<file path="config.mk">
export PLATFORM = sky130hd
export DESIGN_NAME = rss_top
export DESIGN_NICKNAME = d
export VERILOG_FILES = /design/src/rtl/rss_pkg.sv /design/src/rtl/rss_strap_capture.sv /design/src/rtl/rss_axil_slave.sv /design/src/rtl/rss_top.sv
export SDC_FILE = /design/constraint.sdc
export NUM_CORES = 1
export LEC_CHECK = 0
export CORE_MARGIN = 2
export CORE_UTILIZATION = 60
export CTS_CLUSTER_DIAMETER = 50
export CTS_CLUSTER_SIZE = 8
export DETAILED_ROUTE_END_ITERATION = 6
export DONT_BUFFER_PORTS = 1
export PLACE_DENSITY = 0.85
export SETUP_SLACK_MARGIN = 0.5
export SLEW_MARGIN = 30
export SYNTH_ARGS = -nofsm -noshare
export SYNTH_HDL_FRONTEND = slang
export SYNTH_SLANG_ARGS = --single-unit
export TNS_END_PERCENT = 1
</file>
<file path="constraint.sdc">
create_clock -name clk_i -period 2.7 [get_ports clk_i]
set_clock_uncertainty 0.2 [all_clocks]
set_input_delay 0.135 -clock clk_i [delete_from_list [all_inputs] [get_ports clk_i]]
set_output_delay 0.135 -clock clk_i [all_outputs]
set_load 0.02 [all_outputs]
</file>
<file path="src/rtl/rss_pkg.sv">
// Shared constants, types and helper functions for the reset strap sampler.
`default_nettype none

package rss_pkg;

  // Strap pad positions on the shared pad vector.
  localparam int PAD_N = 8;
  localparam int PAD_ADDR_LSB = 0;
  localparam int PAD_MODE_LO = 5;
  localparam int PAD_MODE_HI = 6;
  localparam int PAD_AUTONEG_ENABLE_STRAP = 7;

  // Weak internal pull direction per pad: one is a pull-up, zero a pull-down.
  localparam logic [7:0] PAD_PULL_UP = 8'he1;

  // Register byte offsets on the AXI4-Lite bus.
  localparam int AXI_AW = 8;
  localparam logic [7:0] OFS_CTRL = 8'h00;
  localparam logic [7:0] OFS_BMCR = 8'h04;
  localparam logic [7:0] OFS_ANAR = 8'h08;
  localparam logic [7:0] OFS_STAT = 8'h0c;

  // Field positions.
  localparam int BMCR_DUPLEX_BIT = 8;
  localparam int BMCR_AN_BIT = 12;
  localparam int BMCR_SPEED_BIT = 13;
  localparam int ANAR_ADV_LSB = 5;
  localparam int STAT_ISOLATE_BIT = 0;
  localparam int STAT_LOADED_BIT = 1;
  localparam int STAT_STRAP_LSB = 8;

  // Reset values, matching the pads left to their internal pulls.
  localparam logic [4:0] CTRL_ADDR_RST = 5'h01;
  localparam logic BMCR_AN_RST = 1'b1;
  localparam logic BMCR_SPEED_RST = 1'b1;
  localparam logic BMCR_DUPLEX_RST = 1'b1;
  localparam logic [3:0] ANAR_ADV_RST = 4'hf;
  localparam logic [4:0] ISOLATE_ADDR = 5'h00;

  // AXI responses.
  localparam logic [1:0] RESP_OKAY = 2'h0;
  localparam logic [1:0] RESP_SLVERR = 2'h2;

  // Captured strap levels.
  typedef struct packed {
    logic autoneg_enable_strap;
    logic [1:0] mode;
    logic [4:0] addr;
  } rss_strap_t;

  // One register write handed from the bus slave to the register file.
  typedef struct packed {
    logic en;
    logic [7:0] addr;
    logic [31:0] data;
    logic [3:0] strb;
  } rss_wr_t;

  typedef enum logic [1:0] {
    LD_RESET = 2'h0,
    LD_LOAD = 2'h1,
    LD_RUN = 2'h3
  } rss_ld_state_t;

  // Advertised abilities {100 full, 100 half, 10 full, 10 half} for a mode strap code.
  function automatic logic [3:0] rss_adv_from_mode(input logic [1:0] mode);
    logic [3:0] adv;
    case (mode)
      2'h0: adv = 4'h3;
      2'h1: adv = 4'hc;
      2'h2: adv = 4'h5;
      default: adv = 4'hf;
    endcase
    return adv;
  endfunction

  // Decodes the pad vector into strap fields.
  function automatic rss_strap_t rss_decode_pads(input logic [7:0] pads);
    rss_strap_t s;
    s.addr = pads[PAD_ADDR_LSB +: 5];
    s.mode = {pads[PAD_MODE_HI], pads[PAD_MODE_LO]};
    s.autoneg_enable_strap = pads[PAD_AUTONEG_ENABLE_STRAP];
    return s;
  endfunction

  // Merges the low 16 bits of a write under byte strobes.
  function automatic logic [15:0] rss_merge16(input logic [15:0] old, input logic [31:0] data,
                                              input logic [3:0] strb);
    logic [15:0] r;
    r = old;
    if (strb[0]) begin
      r[7:0] = data[7:0];
    end
    if (strb[1]) begin
      r[15:8] = data[15:8];
    end
    return r;
  endfunction

endpackage

`default_nettype wire

</file>
<file path="src/rtl/rss_strap_capture.sv">
// Strap pad sampler that follows the pads while reset is held and freezes at release.
`timescale 1ns/1ns
`default_nettype none

module rss_strap_capture (
  // Clock and reset
  input wire logic clk_i,
  input wire logic rst_n_i,
  // Pads and captured value
  input wire logic [7:0] pad_i,
  output rss_pkg::rss_strap_t cap_o
);
  import rss_pkg::*;

  rss_strap_t cap_reg;
  rss_strap_t cap_next;

  // The value seen at the last edge under reset is the one kept.
  always_comb begin
    cap_next = cap_reg;
    if (!rst_n_i) begin
      cap_next = rss_decode_pads(pad_i);
    end
  end

  always_ff @(posedge clk_i) begin
    cap_reg <= cap_next;
  end

  assign cap_o = cap_reg;

  a_cap_at_release: assert property (@(posedge clk_i) disable iff (!rst_n_i)
    $rose(rst_n_i) |-> cap_o == rss_decode_pads($past(pad_i)))
    else $error("strap capture does not hold the last value sampled under reset");

  a_cap_frozen: assert property (@(posedge clk_i) disable iff (!rst_n_i)
    (rst_n_i && $past(rst_n_i)) |-> $stable(cap_o))
    else $error("strap capture changed after reset release");

endmodule

`default_nettype wire

</file>
<file path="src/rtl/rss_axil_slave.sv">
// AXI4-Lite slave that hands single writes and reads to the register file.
`timescale 1ns/1ns
`default_nettype none

module rss_axil_slave (
  // Clock, reset and bus enable
  input wire logic clk_i,
  input wire logic rst_n_i,
  input wire logic enable_i,
  // Write address and data channels
  input wire logic [7:0] s_axi_awaddr,
  input wire logic s_axi_awvalid,
  output logic s_axi_awready,
  input wire logic [31:0] s_axi_wdata,
  input wire logic [3:0] s_axi_wstrb,
  input wire logic s_axi_wvalid,
  output logic s_axi_wready,
  // Write response channel
  output logic [1:0] s_axi_bresp,
  output logic s_axi_bvalid,
  input wire logic s_axi_bready,
  // Read channels
  input wire logic [7:0] s_axi_araddr,
  input wire logic s_axi_arvalid,
  output logic s_axi_arready,
  output logic [31:0] s_axi_rdata,
  output logic [1:0] s_axi_rresp,
  output logic s_axi_rvalid,
  input wire logic s_axi_rready,
  // Register file side
  output rss_pkg::rss_wr_t wr_o,
  input wire logic wr_err_i,
  output logic [7:0] rd_addr_o,
  input wire logic [31:0] rd_data_i,
  input wire logic rd_err_i
);
  import rss_pkg::*;

  logic aw_held_reg, aw_held_next;
  logic w_held_reg, w_held_next;
  logic [7:0] aw_addr_reg, aw_addr_next;
  logic [31:0] w_data_reg, w_data_next;
  logic [3:0] w_strb_reg, w_strb_next;
  logic bvalid_reg, bvalid_next;
  logic [1:0] bresp_reg, bresp_next;
  logic rvalid_reg, rvalid_next;
  logic [31:0] rdata_reg, rdata_next;
  logic [1:0] rresp_reg, rresp_next;
  logic do_wr;

  assign s_axi_awready = enable_i && !aw_held_reg && !bvalid_reg;
  assign s_axi_wready = enable_i && !w_held_reg && !bvalid_reg;
  assign s_axi_arready = enable_i && !rvalid_reg;
  assign do_wr = aw_held_reg && w_held_reg && !bvalid_reg;
  assign rd_addr_o = s_axi_araddr;

  always_comb begin
    wr_o.en = do_wr;
    wr_o.addr = aw_addr_reg;
    wr_o.data = w_data_reg;
    wr_o.strb = w_strb_reg;
  end

  always_comb begin
    aw_held_next = aw_held_reg;
    aw_addr_next = aw_addr_reg;
    w_held_next = w_held_reg;
    w_data_next = w_data_reg;
    w_strb_next = w_strb_reg;
    bvalid_next = bvalid_reg;
    bresp_next = bresp_reg;
    rvalid_next = rvalid_reg;
    rdata_next = rdata_reg;
    rresp_next = rresp_reg;
    if (s_axi_awvalid && s_axi_awready) begin
      aw_held_next = 1'b1;
      aw_addr_next = s_axi_awaddr;
    end else if (do_wr) begin
      aw_held_next = 1'b0;
    end
    if (s_axi_wvalid && s_axi_wready) begin
      w_held_next = 1'b1;
      w_data_next = s_axi_wdata;
      w_strb_next = s_axi_wstrb;
    end else if (do_wr) begin
      w_held_next = 1'b0;
    end
    if (do_wr) begin
      bvalid_next = 1'b1;
      bresp_next = wr_err_i ? RESP_SLVERR : RESP_OKAY;
    end else if (s_axi_bready) begin
      bvalid_next = 1'b0;
    end
    if (s_axi_arvalid && s_axi_arready) begin
      rvalid_next = 1'b1;
      rdata_next = rd_data_i;
      rresp_next = rd_err_i ? RESP_SLVERR : RESP_OKAY;
    end else if (s_axi_rready) begin
      rvalid_next = 1'b0;
    end
  end

  always_ff @(posedge clk_i) begin
    if (!rst_n_i) begin
      aw_held_reg <= 1'b0;
      aw_addr_reg <= 8'h00;
      w_held_reg <= 1'b0;
      w_data_reg <= 32'h0000_0000;
      w_strb_reg <= 4'h0;
      bvalid_reg <= 1'b0;
      bresp_reg <= RESP_OKAY;
      rvalid_reg <= 1'b0;
      rdata_reg <= 32'h0000_0000;
      rresp_reg <= RESP_OKAY;
    end else begin
      aw_held_reg <= aw_held_next;
      aw_addr_reg <= aw_addr_next;
      w_held_reg <= w_held_next;
      w_data_reg <= w_data_next;
      w_strb_reg <= w_strb_next;
      bvalid_reg <= bvalid_next;
      bresp_reg <= bresp_next;
      rvalid_reg <= rvalid_next;
      rdata_reg <= rdata_next;
      rresp_reg <= rresp_next;
    end
  end

  assign s_axi_bvalid = bvalid_reg;
  assign s_axi_bresp = bresp_reg;
  assign s_axi_rvalid = rvalid_reg;
  assign s_axi_rdata = rdata_reg;
  assign s_axi_rresp = rresp_reg;

endmodule

`default_nettype wire

</file>
<file path="src/rtl/rss_top.sv">
// Reset strap sampler: captures strap pads at reset and holds the configuration registers.
`timescale 1ns/1ns
`default_nettype none

module rss_top (
  // Clock and reset
  input wire logic clk_i,
  input wire logic rst_n_i,
  // Strap pads, four signals each
  input wire logic [7:0] pad_i,
  output logic [7:0] pad_o,
  output logic [7:0] pad_oe_o,
  output logic [7:0] pad_pull_up_o,
  // Functional drivers that own the pads after reset
  input wire logic col_i,
  input wire logic [3:0] rxd_i,
  input wire logic link_led_i,
  input wire logic speed_led_i,
  input wire logic activity_collision_led_i,
  // Configuration to the rest of the transceiver
  output logic [4:0] phy_addr_o,
  output logic isolate_o,
  output logic an_enable_o,
  output logic speed100_o,
  output logic full_duplex_o,
  output logic [3:0] adv_o,
  // AXI4-Lite write channels
  input wire logic [7:0] s_axi_awaddr,
  input wire logic s_axi_awvalid,
  output logic s_axi_awready,
  input wire logic [31:0] s_axi_wdata,
  input wire logic [3:0] s_axi_wstrb,
  input wire logic s_axi_wvalid,
  output logic s_axi_wready,
  output logic [1:0] s_axi_bresp,
  output logic s_axi_bvalid,
  input wire logic s_axi_bready,
  // AXI4-Lite read channels
  input wire logic [7:0] s_axi_araddr,
  input wire logic s_axi_arvalid,
  output logic s_axi_arready,
  output logic [31:0] s_axi_rdata,
  output logic [1:0] s_axi_rresp,
  output logic s_axi_rvalid,
  input wire logic s_axi_rready
);
  import rss_pkg::*;

  rss_strap_t cap;
  rss_wr_t wr;
  logic wr_err;
  logic [7:0] rd_addr;
  logic [31:0] rd_data;
  logic rd_err;

  rss_ld_state_t state_reg, state_next;
  logic [4:0] addr_reg, addr_next;
  logic isolate_reg, isolate_next;
  logic an_reg, an_next;
  logic speed_reg, speed_next;
  logic duplex_reg, duplex_next;
  logic [3:0] adv_reg, adv_next;
  logic [7:0] pad_o_reg, pad_o_next;
  logic [7:0] pad_oe_reg, pad_oe_next;
  logic [15:0] merged;
  logic bus_en;

  rss_strap_capture u_capture (
    .clk_i(clk_i),
    .rst_n_i(rst_n_i),
    .pad_i(pad_i),
    .cap_o(cap)
  );

  // The bus stays closed until the straps are in the registers, so a write can never race the load.
  assign bus_en = (state_reg == LD_RUN);

  rss_axil_slave u_bus (
    .clk_i(clk_i),
    .rst_n_i(rst_n_i),
    .enable_i(bus_en),
    .s_axi_awaddr(s_axi_awaddr),
    .s_axi_awvalid(s_axi_awvalid),
    .s_axi_awready(s_axi_awready),
    .s_axi_wdata(s_axi_wdata),
    .s_axi_wstrb(s_axi_wstrb),
    .s_axi_wvalid(s_axi_wvalid),
    .s_axi_wready(s_axi_wready),
    .s_axi_bresp(s_axi_bresp),
    .s_axi_bvalid(s_axi_bvalid),
    .s_axi_bready(s_axi_bready),
    .s_axi_araddr(s_axi_araddr),
    .s_axi_arvalid(s_axi_arvalid),
    .s_axi_arready(s_axi_arready),
    .s_axi_rdata(s_axi_rdata),
    .s_axi_rresp(s_axi_rresp),
    .s_axi_rvalid(s_axi_rvalid),
    .s_axi_rready(s_axi_rready),
    .wr_o(wr),
    .wr_err_i(wr_err),
    .rd_addr_o(rd_addr),
    .rd_data_i(rd_data),
    .rd_err_i(rd_err)
  );

  // The pulls are fixed silicon; the pad model resolves a released pad with no strap resistor to this level.
  assign pad_pull_up_o = PAD_PULL_UP;

  // Register read view.
  always_comb begin
    rd_data = 32'h0000_0000;
    rd_err = 1'b0;
    case ({rd_addr[7:2], 2'b00})
      OFS_CTRL: rd_data[4:0] = addr_reg;
      OFS_BMCR: begin
        rd_data[BMCR_AN_BIT] = an_reg;
        rd_data[BMCR_SPEED_BIT] = speed_reg;
        rd_data[BMCR_DUPLEX_BIT] = duplex_reg;
      end
      OFS_ANAR: rd_data[ANAR_ADV_LSB +: 4] = adv_reg;
      OFS_STAT: begin
        rd_data[STAT_ISOLATE_BIT] = isolate_reg;
        rd_data[STAT_LOADED_BIT] = bus_en;
        rd_data[STAT_STRAP_LSB +: 8] = cap;
      end
      default: rd_err = 1'b1;
    endcase
  end

  // Writes to the status word are accepted and ignored; only unmapped words are refused.
  always_comb begin
    case ({wr.addr[7:2], 2'b00})
      OFS_CTRL, OFS_BMCR, OFS_ANAR, OFS_STAT: wr_err = 1'b0;
      default: wr_err = 1'b1;
    endcase
  end

  // Loader sequence and register file.
  always_comb begin
    state_next = state_reg;
    addr_next = addr_reg;
    isolate_next = isolate_reg;
    an_next = an_reg;
    speed_next = speed_reg;
    duplex_next = duplex_reg;
    adv_next = adv_reg;
    merged = 16'h0000;
    case (state_reg)
      LD_RESET: state_next = LD_LOAD;
      LD_LOAD: begin
        addr_next = cap.addr;
        isolate_next = (cap.addr == ISOLATE_ADDR);
        an_next = cap.autoneg_enable_strap;
        speed_next = cap.mode[1];
        duplex_next = cap.mode[0];
        adv_next = rss_adv_from_mode(cap.mode);
        state_next = LD_RUN;
      end
      LD_RUN: begin
        if (wr.en) begin
          case ({wr.addr[7:2], 2'b00})
            OFS_CTRL: begin
              merged = rss_merge16({11'h000, addr_reg}, wr.data, wr.strb);
              // The isolate flag is not touched here, whatever address is written.
              addr_next = merged[4:0];
            end
            OFS_BMCR: begin
              merged = rss_merge16({2'h0, speed_reg, an_reg, 3'h0, duplex_reg, 8'h00}, wr.data, wr.strb);
              an_next = merged[BMCR_AN_BIT];
              speed_next = merged[BMCR_SPEED_BIT];
              duplex_next = merged[BMCR_DUPLEX_BIT];
            end
            OFS_ANAR: begin
              merged = rss_merge16({7'h00, adv_reg, 5'h00}, wr.data, wr.strb);
              adv_next = merged[ANAR_ADV_LSB +: 4];
            end
            default: merged = 16'h0000;
          endcase
        end
      end
      default: state_next = LD_RESET;
    endcase
  end

  always_ff @(posedge clk_i) begin
    if (!rst_n_i) begin
      state_reg <= LD_RESET;
      addr_reg <= CTRL_ADDR_RST;
      isolate_reg <= 1'b0;
      an_reg <= BMCR_AN_RST;
      speed_reg <= BMCR_SPEED_RST;
      duplex_reg <= BMCR_DUPLEX_RST;
      adv_reg <= ANAR_ADV_RST;
    end else begin
      state_reg <= state_next;
      addr_reg <= addr_next;
      isolate_reg <= isolate_next;
      an_reg <= an_next;
      speed_reg <= speed_next;
      duplex_reg <= duplex_next;
      adv_reg <= adv_next;
    end
  end

  // Pad drivers: released under reset and during the load, functional afterwards.
  always_comb begin
    pad_o_next = {activity_collision_led_i, speed_led_i, link_led_i, rxd_i, col_i};
    pad_oe_next = (state_reg == LD_RUN) ? 8'hff : 8'h00;
  end

  always_ff @(posedge clk_i) begin
    if (!rst_n_i) begin
      pad_o_reg <= 8'h00;
      pad_oe_reg <= 8'h00;
    end else begin
      pad_o_reg <= pad_o_next;
      pad_oe_reg <= pad_oe_next;
    end
  end

  assign pad_o = pad_o_reg;
  assign pad_oe_o = pad_oe_reg;
  assign phy_addr_o = addr_reg;
  assign isolate_o = isolate_reg;
  assign an_enable_o = an_reg;
  assign speed100_o = speed_reg;
  assign full_duplex_o = duplex_reg;
  assign adv_o = adv_reg;

  a_pads_released: assert property (@(posedge clk_i) disable iff (!rst_n_i)
    $rose(rst_n_i) |-> pad_oe_o == 8'h00 ##1 pad_oe_o == 8'h00)
    else $error("strap pads driven before the straps were loaded");

  a_addr_loaded: assert property (@(posedge clk_i) disable iff (!rst_n_i)
    (state_reg == LD_LOAD) |=> phy_addr_o == $past(cap.addr))
    else $error("management address not loaded from the straps");

  a_isolate_strap: assert property (@(posedge clk_i) disable iff (!rst_n_i)
    (state_reg == LD_LOAD) |=> isolate_o == ($past(cap.addr) == 5'h00))
    else $error("isolate state does not follow the strapped address");

  a_isolate_kept: assert property (@(posedge clk_i) disable iff (!rst_n_i)
    (state_reg == LD_RUN && wr.en) |=> $stable(isolate_o))
    else $error("register write changed the isolate state");

  a_pads_returned: assert property (@(posedge clk_i) disable iff (!rst_n_i)
    (state_reg == LD_LOAD) |=> ##1 pad_oe_o == 8'hff)
    else $error("strap pads not returned to their functional roles");

  a_forced_mode: assert property (@(posedge clk_i) disable iff (!rst_n_i)
    (state_reg == LD_LOAD && !cap.autoneg_enable_strap) |=>
      (!an_enable_o && speed100_o == $past(cap.mode[1]) && full_duplex_o == $past(cap.mode[0])))
    else $error("forced mode does not match the mode straps");

  a_adv_loaded: assert property (@(posedge clk_i) disable iff (!rst_n_i)
    (state_reg == LD_LOAD) |=> (adv_o == rss_adv_from_mode($past(cap.mode)) && an_enable_o == $past(cap.autoneg_enable_strap)))
    else $error("advertisement or autoneg enable not loaded from the straps");

  a_reload_seq: assert property (@(posedge clk_i) disable iff (!rst_n_i)
    $rose(rst_n_i) |-> (state_reg == LD_RESET && phy_addr_o == CTRL_ADDR_RST) ##1 state_reg == LD_LOAD)
    else $error("reset release did not restart the strap load");

  a_autoneg_sel: assert property (@(posedge clk_i) disable iff (!rst_n_i)
    (state_reg == LD_LOAD && cap.autoneg_enable_strap) |=> (an_enable_o && bus_en))
    else $error("autoneg strap high did not enable auto-negotiation");

  a_pads_follow: assert property (@(posedge clk_i) disable iff (!rst_n_i)
    (state_reg == LD_RUN) |=> (pad_o[0] == $past(col_i) && pad_o[4:1] == $past(rxd_i) &&
      pad_o[5] == $past(link_led_i) && pad_o[6] == $past(speed_led_i) &&
      pad_o[7] == $past(activity_collision_led_i)))
    else $error("functional outputs do not reach the shared pads");

  a_isolate_hold: assert property (@(posedge clk_i) disable iff (!rst_n_i)
    (state_reg != LD_LOAD) |=> $stable(isolate_o))
    else $error("isolate state changed outside the strap load");

  // A software address write must land, yet leave the isolate decision alone.
  a_ctrl_written: assert property (@(posedge clk_i) disable iff (!rst_n_i)
    (state_reg == LD_RUN && wr.en && wr.strb[0] && wr.addr[7:2] == OFS_CTRL[7:2]) |=>
      (phy_addr_o == $past(wr.data[4:0]) && $stable(isolate_o)))
    else $error("address write not taken or isolate state disturbed");

  a_bus_closed: assert property (@(posedge clk_i) disable iff (!rst_n_i)
    (state_reg != LD_RUN) |-> (!s_axi_awready && !s_axi_wready && !s_axi_arready))
    else $error("register bus open before the strap load finished");

  a_pads_idle: assert property (@(posedge clk_i)
    !rst_n_i |=> pad_oe_o == 8'h00)
    else $error("strap pads driven while reset is held");

endmodule

`default_nettype wire

</file>
Word-level counts from Yosys, hierarchy flattened. Index checks and enable logic that the tools add are counted.

Register bits after elaboration: 87. Bits of input ports: 75. Output and inout bits: 78. Logic and storage cells: 107.

Eq/ne operators: 16. Mux-type cells: 38. Reduce and logical (&&, ||, !) cells: 30.

Operators by type and width (number): 6-bit by 2-bit equality test with 1-bit output, second input constant (4); 8-bit 2-to-1 mux (2); 4-bit AND reduction (4); 5-bit 2-to-1 mux (3); 1-bit 2-to-1 mux (14); 6-bit by 1-bit equality test with 1-bit output, second input constant (2); 6-bit zero test (2); 2-bit != test, second input constant (6); 4-bit one-hot mux with 3 select lines (1); 1-bit logical AND (10); 5-bit one-hot mux with 2 select lines (1); 2-bit nonzero test (5); 3-bit 2-to-1 mux (3); 4-bit 2-to-1 mux (2); 2-bit one-hot mux with 2 select lines (2); 4-bit one-hot mux with 2 select lines (1); 4-bit OR reduction (2); 2-bit 2-to-1 mux (3); 6-bit 2-to-1 mux (1); 1-bit one-hot mux with 2 select lines (3); 2-bit one-hot mux with 3 select lines (1); 5-bit zero test (1); 2-bit by 1-bit equality test with 1-bit output, second input constant (2); 2-bit equality test, second input constant (2); 3 further kinds (7).

Longest topological paths before layout. Gate-level depths: netlist (run 1).

Depth in word-level cells: 5. Gate-level depth with buffers: 7. Gate-level depth less buffers: 6.

Hierarchy. Synthesis (run 1) repeated with hierarchy kept, for this count alone.

Cells, all modules: 554. Area total of the unflattened synthesis: 4919.7 um^2.

Modules (own cells, without submodules): rss_axil_slave (instances 1, cells an instance 380, area each 3311.9 um^2); rss_top (instances 1, cells an instance 165, area each 1363.8 um^2); rss_strap_capture (instances 1, cells an instance 9, area each 244.0 um^2).

Worst setup path before layout (run 1). No wires, ideal clock.

Path kind: register to register. Start: reg u_bus.bvalid_reg, in the netlist u_bus.s_axi_bvalid. End: reg addr_reg[0], in the netlist phy_addr_o[0]. Setup time: 0.132 ns. Data arrival time: 1.697 ns. Slack: 0.671 ns. Stages on the path, launching flop included: 6. Period minus slack after synthesis: 2.029 ns. Cell sequence: dfxtp_1 > clkbuf_1 > nand3b_2 > o41ai_4 > and3_2 > o21ai_0.

Cells in the longest elaborated chain, start to end: 4.

Ends and longest elaborated chain: start: declaration (line rss_axil_slave.sv:44) `logic bvalid_reg, bvalid_next;`; start signal: assignment (line rss_axil_slave.sv:121) `bvalid_reg <= bvalid_next;`; 1-bit zero test (line rss_axil_slave.sv:54) `assign do_wr = aw_held_reg && w_held_reg && !bvalid_reg;`; 1-bit logical AND (line rss_axil_slave.sv:54); 2-bit != test (no source line); 4-bit AND reduction (no source line); end signal: assignment (line rss_top.sv:196) `addr_reg <= addr_next;`; end: declaration (line rss_top.sv:57) `logic [4:0] addr_reg, addr_next;`.

Every way passes these cells. A chain may end at the register's enable or synchronous reset.

Worst setup path after layout (run 1).
Start: in s_axi_araddr[4]. End: reg u_bus.rdata_reg[12], in the netlist u_bus.s_axi_rdata[12].

Cells in the longest elaborated chain, start to end: 2.

Ends and longest elaborated chain: start: declaration (line rss_top.sv:39) `input wire logic [7:0] s_axi_araddr,`; 6-bit by 2-bit equality test with 1-bit output / 6-bit by 1-bit equality test with 1-bit output (equally long branches) (line rss_top.sv:113) `case ({rd_addr[7:2], 2'b00})`; 2-bit one-hot mux with 2 select lines * (line rss_top.sv:113); end signal: assignment (line rss_axil_slave.sv:124) `rdata_reg <= rdata_next;`; end: declaration (line rss_axil_slave.sv:47) `logic [31:0] rdata_reg, rdata_next;`.

Every way passes the cells marked *; elsewhere a longest branch is shown, timed or not.

==> reports/metrics.cfg, run 1 <==
[timing]
hold_viol_final=0
finalSetupTns_ns=0
rsz0062_at_grt=true
maxSlewViolCount=0
max_slew.worst_pin.slew_ns=0.705
max_freq_ghz=0.471
min_period_ns=2.12
setup_viol=0
post-route-period-util_pct=78.7
relSlewSlack_pct=52.6

[synth]
postSynth.asyncResetShare_pct=0
synth-seq-area-share_pct=48.9
ys_seq_elements=73
avgSynthCellArea_sq_um=9.48
yosysWarnings=0
synthDistinctLibCells=43
synth_cells=333
synthFlopType=dfxtp_1
syn_area_sq_um=3160
synth_edf_count=8

[setup_path]
critPathBufInv=2
max_stage_delay_ns=0.66
cp_max_fo=3
cp-end-kind=flop
criticalPathCategory=in -> reg
crit_chain=dlygate4sd3_1, nor4_1, dlygate4sd3_1, nand2_1, or3_1, a21oi_1
required_ns=2.76
cp_common_cell=dlygate4sd3_1
critPathArrivalTime_ns=2.19
path_delay_family=buffers and inverters
cp_slowest_cell=dlygate4sd3_1
critPathLaunchType=input port

[clocking]
cts_tree=built
cts_root_buf=clkbuf_8
clock_sinks=73
cts.clk_slew.worst_paths_ns=0.07
cts_resized=0
cts_made_buffers=9
clock_path_buffers=2
htreeDepth=3
worstSkewPairLatency_ns=0.34

[floorplanning]
num_rows=26
coreArea_sq_um=5110
die_w_um=76.5
ioPinCount=153
dieArea_sq_um=5860
start_util_pct=61.8
die-height_um=76.5

[route]
viasPerCell=5.46
first_pass_iters=4
route.vias.total=2439
drc_errors=0
post_drt_wl_per_cell_um=16.1
drtAntennaViolNets=0
totalWireLength_um=7180
drt_iter0_markers=194

[place]
gp_congestion=0.895
hpwl_um=4690
placed_cells=385
placed_area_sq_um=3110
port_buffers=0

[final_layout]
fin_nets=451
diodes=0
final.fill_count=397
fin_area_sq_um=3770
final_layout_size_suffix_gt1_share_pct=9.55
mostFrequentLayoutCell=dfxtp_1
finalNonFillerCells=447
largest_reg_flops=16
syn_to_final_growth_pct=19.6
final_util_pct=73.9
seq_area_sq_um=1540
multiInputGateArea_sq_um=1380
mostFrequentLayoutCells=dfxtp_1, dlygate4sd3_1, nor2_1

[global_routing]
grt_max_degree=48
grt_pass1_vias=2328
gr-total-overflow=0
grt_pass1_wl_um=11600
antenna_found_initial=0
track_usage_pct=25.1

[status]
status=completed

[job]
maxCapViolations=0

[power]
power_density_nw_per_um2=621
p_leak_nw=1.46
vdd_drop_max_uv=424
p_total_mw=2.34

[hold_path]
hold_class=in -> reg

-- layer usage --
metal | global-route usage [%] | wire length, um | vias to the layer above
met1 | 31.4 | 3080 | 1127
met2 | 41.2 | 3460 | 122
met4 | 10.0 | 111 | 0
met5 | 0 | 0 | -
met3 | 6.75 | 530 | 11
li1 | - | - | 1179
-- power breakdown --
group | switching [mW] | internal (mW) | leakage [nW]
sequential | 0.0694 | 1.14 | 0.608
clock | 0.398 | 0.516 | 0.106
combinational | 0.125 | 0.0968 | 0.741
total | 0.593 | 1.75 | 1.46
-- cell families after synthesis --
| group | after synthesis | synth area share, % |
|---|---|---|
| and+or+nand+nor | 123 | 20.2 |
| buffers and inverters | 54 | 10.6 |
| adders and majority gates | 4 | 1.59 |
| other | 2 | 0.238 |
| AOI/OAI and AO/OA | 54 | 11.2 |
| DFF | 73 | 48.9 |
| muxes | 23 | 7.30 |
-- cell usage after synthesis, types with 6 or more instances --
cell type,count,area [sq um]
dfxtp_1,65,1300
o21ai_0,8,40.0
mux2i_1,23,230
nor2_1,34,128
nand2_1,28,105
nor3_1,6,30.0
buf_4,35,263
clkbuf_1,14,52.6
nand2b_1,6,37.5
a21oi_1,29,145
edfxtp_1,8,240
and2_1,9,56.3
nand3_1,15,75.1
-- area by class of cell --
class	instances	share of cell area [%]
Clock buffer	10	3.38
Multi-Input combinational cell	230	36.5
Clock inverter	6	2.19
Timing Repair Buffer	54	14.3
Inverter	4	0.398
Tap cell	70	2.32
Sequential cell	73	40.8
-- tightest hold or removal path, stage by stage --
cell and delay [ns]:
and3_1 0.21, nand3_1 0.11, a21oi_1 0.06
-- metrics by stage --
stage	hold WS, ns	setup slack, ns
final	0.0311	0.576
after global placement	0.0167	0.615
after detailed placement	0.0179	0.538
after floorplan	0.0339	0.671
after CTS	0.0204	0.502
after global routing	0.0443	0.447
-- path summary, 6_finish.rpt --
path | start | to | slack (ns) | depth (start not counted)
setup / recovery | s_axi_araddr[4] | u_bus.s_axi_rdata[12] | 0.58 | 6
hold / removal | s_axi_araddr[3] | u_bus.s_axi_rdata[9] | 0.03 | 3
setup reg to reg | u_bus.aw_addr_reg[2] | adv_o[0] | 0.61 | 4
hold reg to reg | u_bus.w_data_reg[4] | phy_addr_o[4] | 0.30 | 2
-- what timing repair did --
item                                    CTS  global route
hold buffers                             44             0
setup buffers                             0             2
endpoints found under the setup margin    0             7
hold endpoints to repair                 57             0
Note: power is estimated with default switching activity, not from simulation.
==> run 2, diff against run 1 <==
- clock period: 2.7 -> 2.05 ns (I/O delays scaled with it)
==> run 2 against run 1 <==
- the run now ends with negative hold slack, negative setup slack left
- count of clock-buffer cells in the layout is 1 lower
- sequential power is 33% higher
- wire length increased by 31%
- power grew 37%
- utilization grew 8.4 points
- clock power increased by 37%
- hold slack lost 0.12 ns
- flip-flop and latch count unchanged
- critical path type is now reg -> reg
- largest power group unchanged
- highest routed layer unchanged
==> reports/metrics.cfg, run 2 (same netlist as run 1, synthesis figures left out) <==
[status]
status=finished, violations left
violations=negative hold slack, negative setup slack

[floorplanning]
die-height_um=76.5  ; unchanged
start_util_pct=61.8  ; unchanged
die_w_um=76.5  ; unchanged
ioPinCount=153  ; unchanged
dieArea_sq_um=5860  ; unchanged
num_rows=26  ; unchanged
coreArea_sq_um=5110  ; unchanged

[final_layout]
finalNonFillerCells=463  ; +3.6%
diodes=0  ; unchanged
fin_area_sq_um=4200  ; +11%
mostFrequentLayoutCell=dfxtp_1
final_layout_size_suffix_gt1_share_pct=24.2  ; +15 points
final_util_pct=82.3  ; +8.4 points
largest_reg_flops=16  ; unchanged
mostFrequentLayoutCells=dfxtp_1, dlygate4sd3_1, nor2_1
final.fill_count=281  ; -29%
syn_to_final_growth_pct=33.1
fin_nets=467  ; +3.5%

[route]
drc_errors=0  ; unchanged
drt_iter0_markers=333  ; +72%
first_pass_iters=6  ; +2
post_drt_wl_per_cell_um=20.3  ; +27%
drtAntennaViolNets=0  ; unchanged
route.vias.total=2784  ; +14%
viasPerCell=6.01  ; +10%
totalWireLength_um=9410  ; +31%

[global_routing]
grt_use_met2_pct=45.0  ; +3.8 points
track_usage_pct=27.5  ; +2.4 points
gr-total-overflow=0  ; unchanged
grt_util_met3_pct=9.24  ; +2.5 points
grt_pass1_vias=2549  ; +9.5%
grtUsageMet1_pct=32.6  ; +1.2 points
antenna_found_initial=0  ; unchanged
grt_max_degree=22  ; -54%
grt_pass1_wl_um=12500  ; +8.3%
top_usage_layer=met2

[timing]
finalSetupTns_ns=-0.0378  ; -0.0378 ns
rsz0062_at_grt=true
post-route-period-util_pct=101
worst_hold_slack_ns=-0.0874  ; -0.119 ns
worst_slack_ns=-0.0235  ; -0.600 ns
maxSlewViolCount=0  ; unchanged
max_slew.worst_pin.slew_ns=0.803  ; +0.0979 ns
setup_viol=2  ; +2
relSlewSlack_pct=46.6  ; -6.0 points
hold_viol_final=8  ; +8
max_freq_ghz=0.482
min_period_ns=2.07

[clocking]
cts_made_buffers=9  ; unchanged
htreeDepth=3  ; unchanged
worstSkewPairLatency_ns=0.35  ; about the same
clock_path_buffers=2  ; unchanged
cts_root_buf=clkbuf_8
cts_tree=built
cts.clk_slew.worst_paths_ns=0.08  ; about the same
clock_sinks=73  ; unchanged

[setup_path]
cp-end-kind=flop
reg2reg_depth=5  ; +1
timing.rr.end=phy_addr_o[3]
r2r-start=u_bus.aw_addr_reg[6]
cp_max_fo=8  ; +5
required_ns=2.10  ; -0.66 ns
reg2reg_slack_ns=-0.02  ; -0.63 ns
criticalPathCategory=reg -> reg
critPathArrivalTime_ns=2.12  ; -0.07 ns
critPathLaunchType=flop

[place]
placed_cells=393  ; +2.1%
port_buffers=0  ; unchanged
placed_area_sq_um=3170  ; +2.1%
gp_congestion=0.835  ; -6.7%
hpwl_um=4910  ; +4.7%
dpl_worst_slack_ns=0.0761  ; -0.462 ns

[power]
power_density_nw_per_um2=767  ; +23%
p_total_mw=3.22  ; +37%
p_leak_nw=1.64  ; +13%
vdd_drop_max_uv=468  ; +10%

[hold_path]
hp-start=s_axi_araddr[5]
hold_class=in -> reg
whs_path_depth=4  ; +1
hold_end=u_bus.s_axi_rdata[2]

[job]
maxCapViolations=0  ; unchanged

==> run 2: changes by cell type in the layout (fill, tap and decap cells not counted), moves of 7 or more <==
cell     delta
a21oi_1    -10
a21oi_2    +10
buf_4       +8
dfxtp_1     -8
nand2_1     -8
nand2_4     +7
==> run 2: critical path: stages (launching register included) <==
cell,delay [ns]
dfxtp_2,0.33
or4_4,0.56
o41ai_4,0.37
buf_6,0.19
nor2_1,0.05
a311oi_1,0.27
==> run 2: timing repair <==
action / in CTS / in global routing
setup buffers: 2 / 5
endpoints found under the setup margin: 54 / 55
resized for setup: 1 / 74
hold endpoints to repair: 61 / 8
pin swaps: 0 / 57
hold buffers: 46 / 1
==> run 2: report_power, final <==
| part | total (mW) | internal (mW) | switching, mW |
|---|---|---|---|
| combinational | 0.366 | 0.168 | 0.198 |
| clock | 1.25 | 0.685 | 0.560 |
| sequential | 1.61 | 1.50 | 0.111 |
==> run 2: worst max-delay path by stage <==
stage / startpoint / to / slack, ns / cells after the start
floorplan: u_bus.aw_addr_reg[6] / phy_addr_o[0] / 0.11 / 4
global placement: u_bus.aw_addr_reg[6] / phy_addr_o[1] / 0.12 / 5
detailed placement: u_bus.aw_addr_reg[6] / phy_addr_o[4] / 0.08 / 5
CTS: u_bus.aw_addr_reg[6] / phy_addr_o[4] / 0.07 / 5
global route: u_bus.aw_addr_reg[7] / adv_o[2] / -0.05 / 5
finish: u_bus.aw_addr_reg[6] / phy_addr_o[3] / -0.02 / 5
==> run 2: final cells by class <==
cell class	instances	area [sq um]	share of cell area [%]
multi-input combinational	230	1630	38.9
sequential	73	1560	37.1
clock inverter	7	93.8	2.23
inverter	4	15.0	0.357
timing repair buffer	70	689	16.4
clock buffer	9	124	2.95
tap	70	87.6	2.08
==> run 2: metal layers <==
layer	share of wire, %	routed length [um]
met2	51	4780
met5	0	0
met3	9.6	899
met4	2.6	244
met1	37	3480
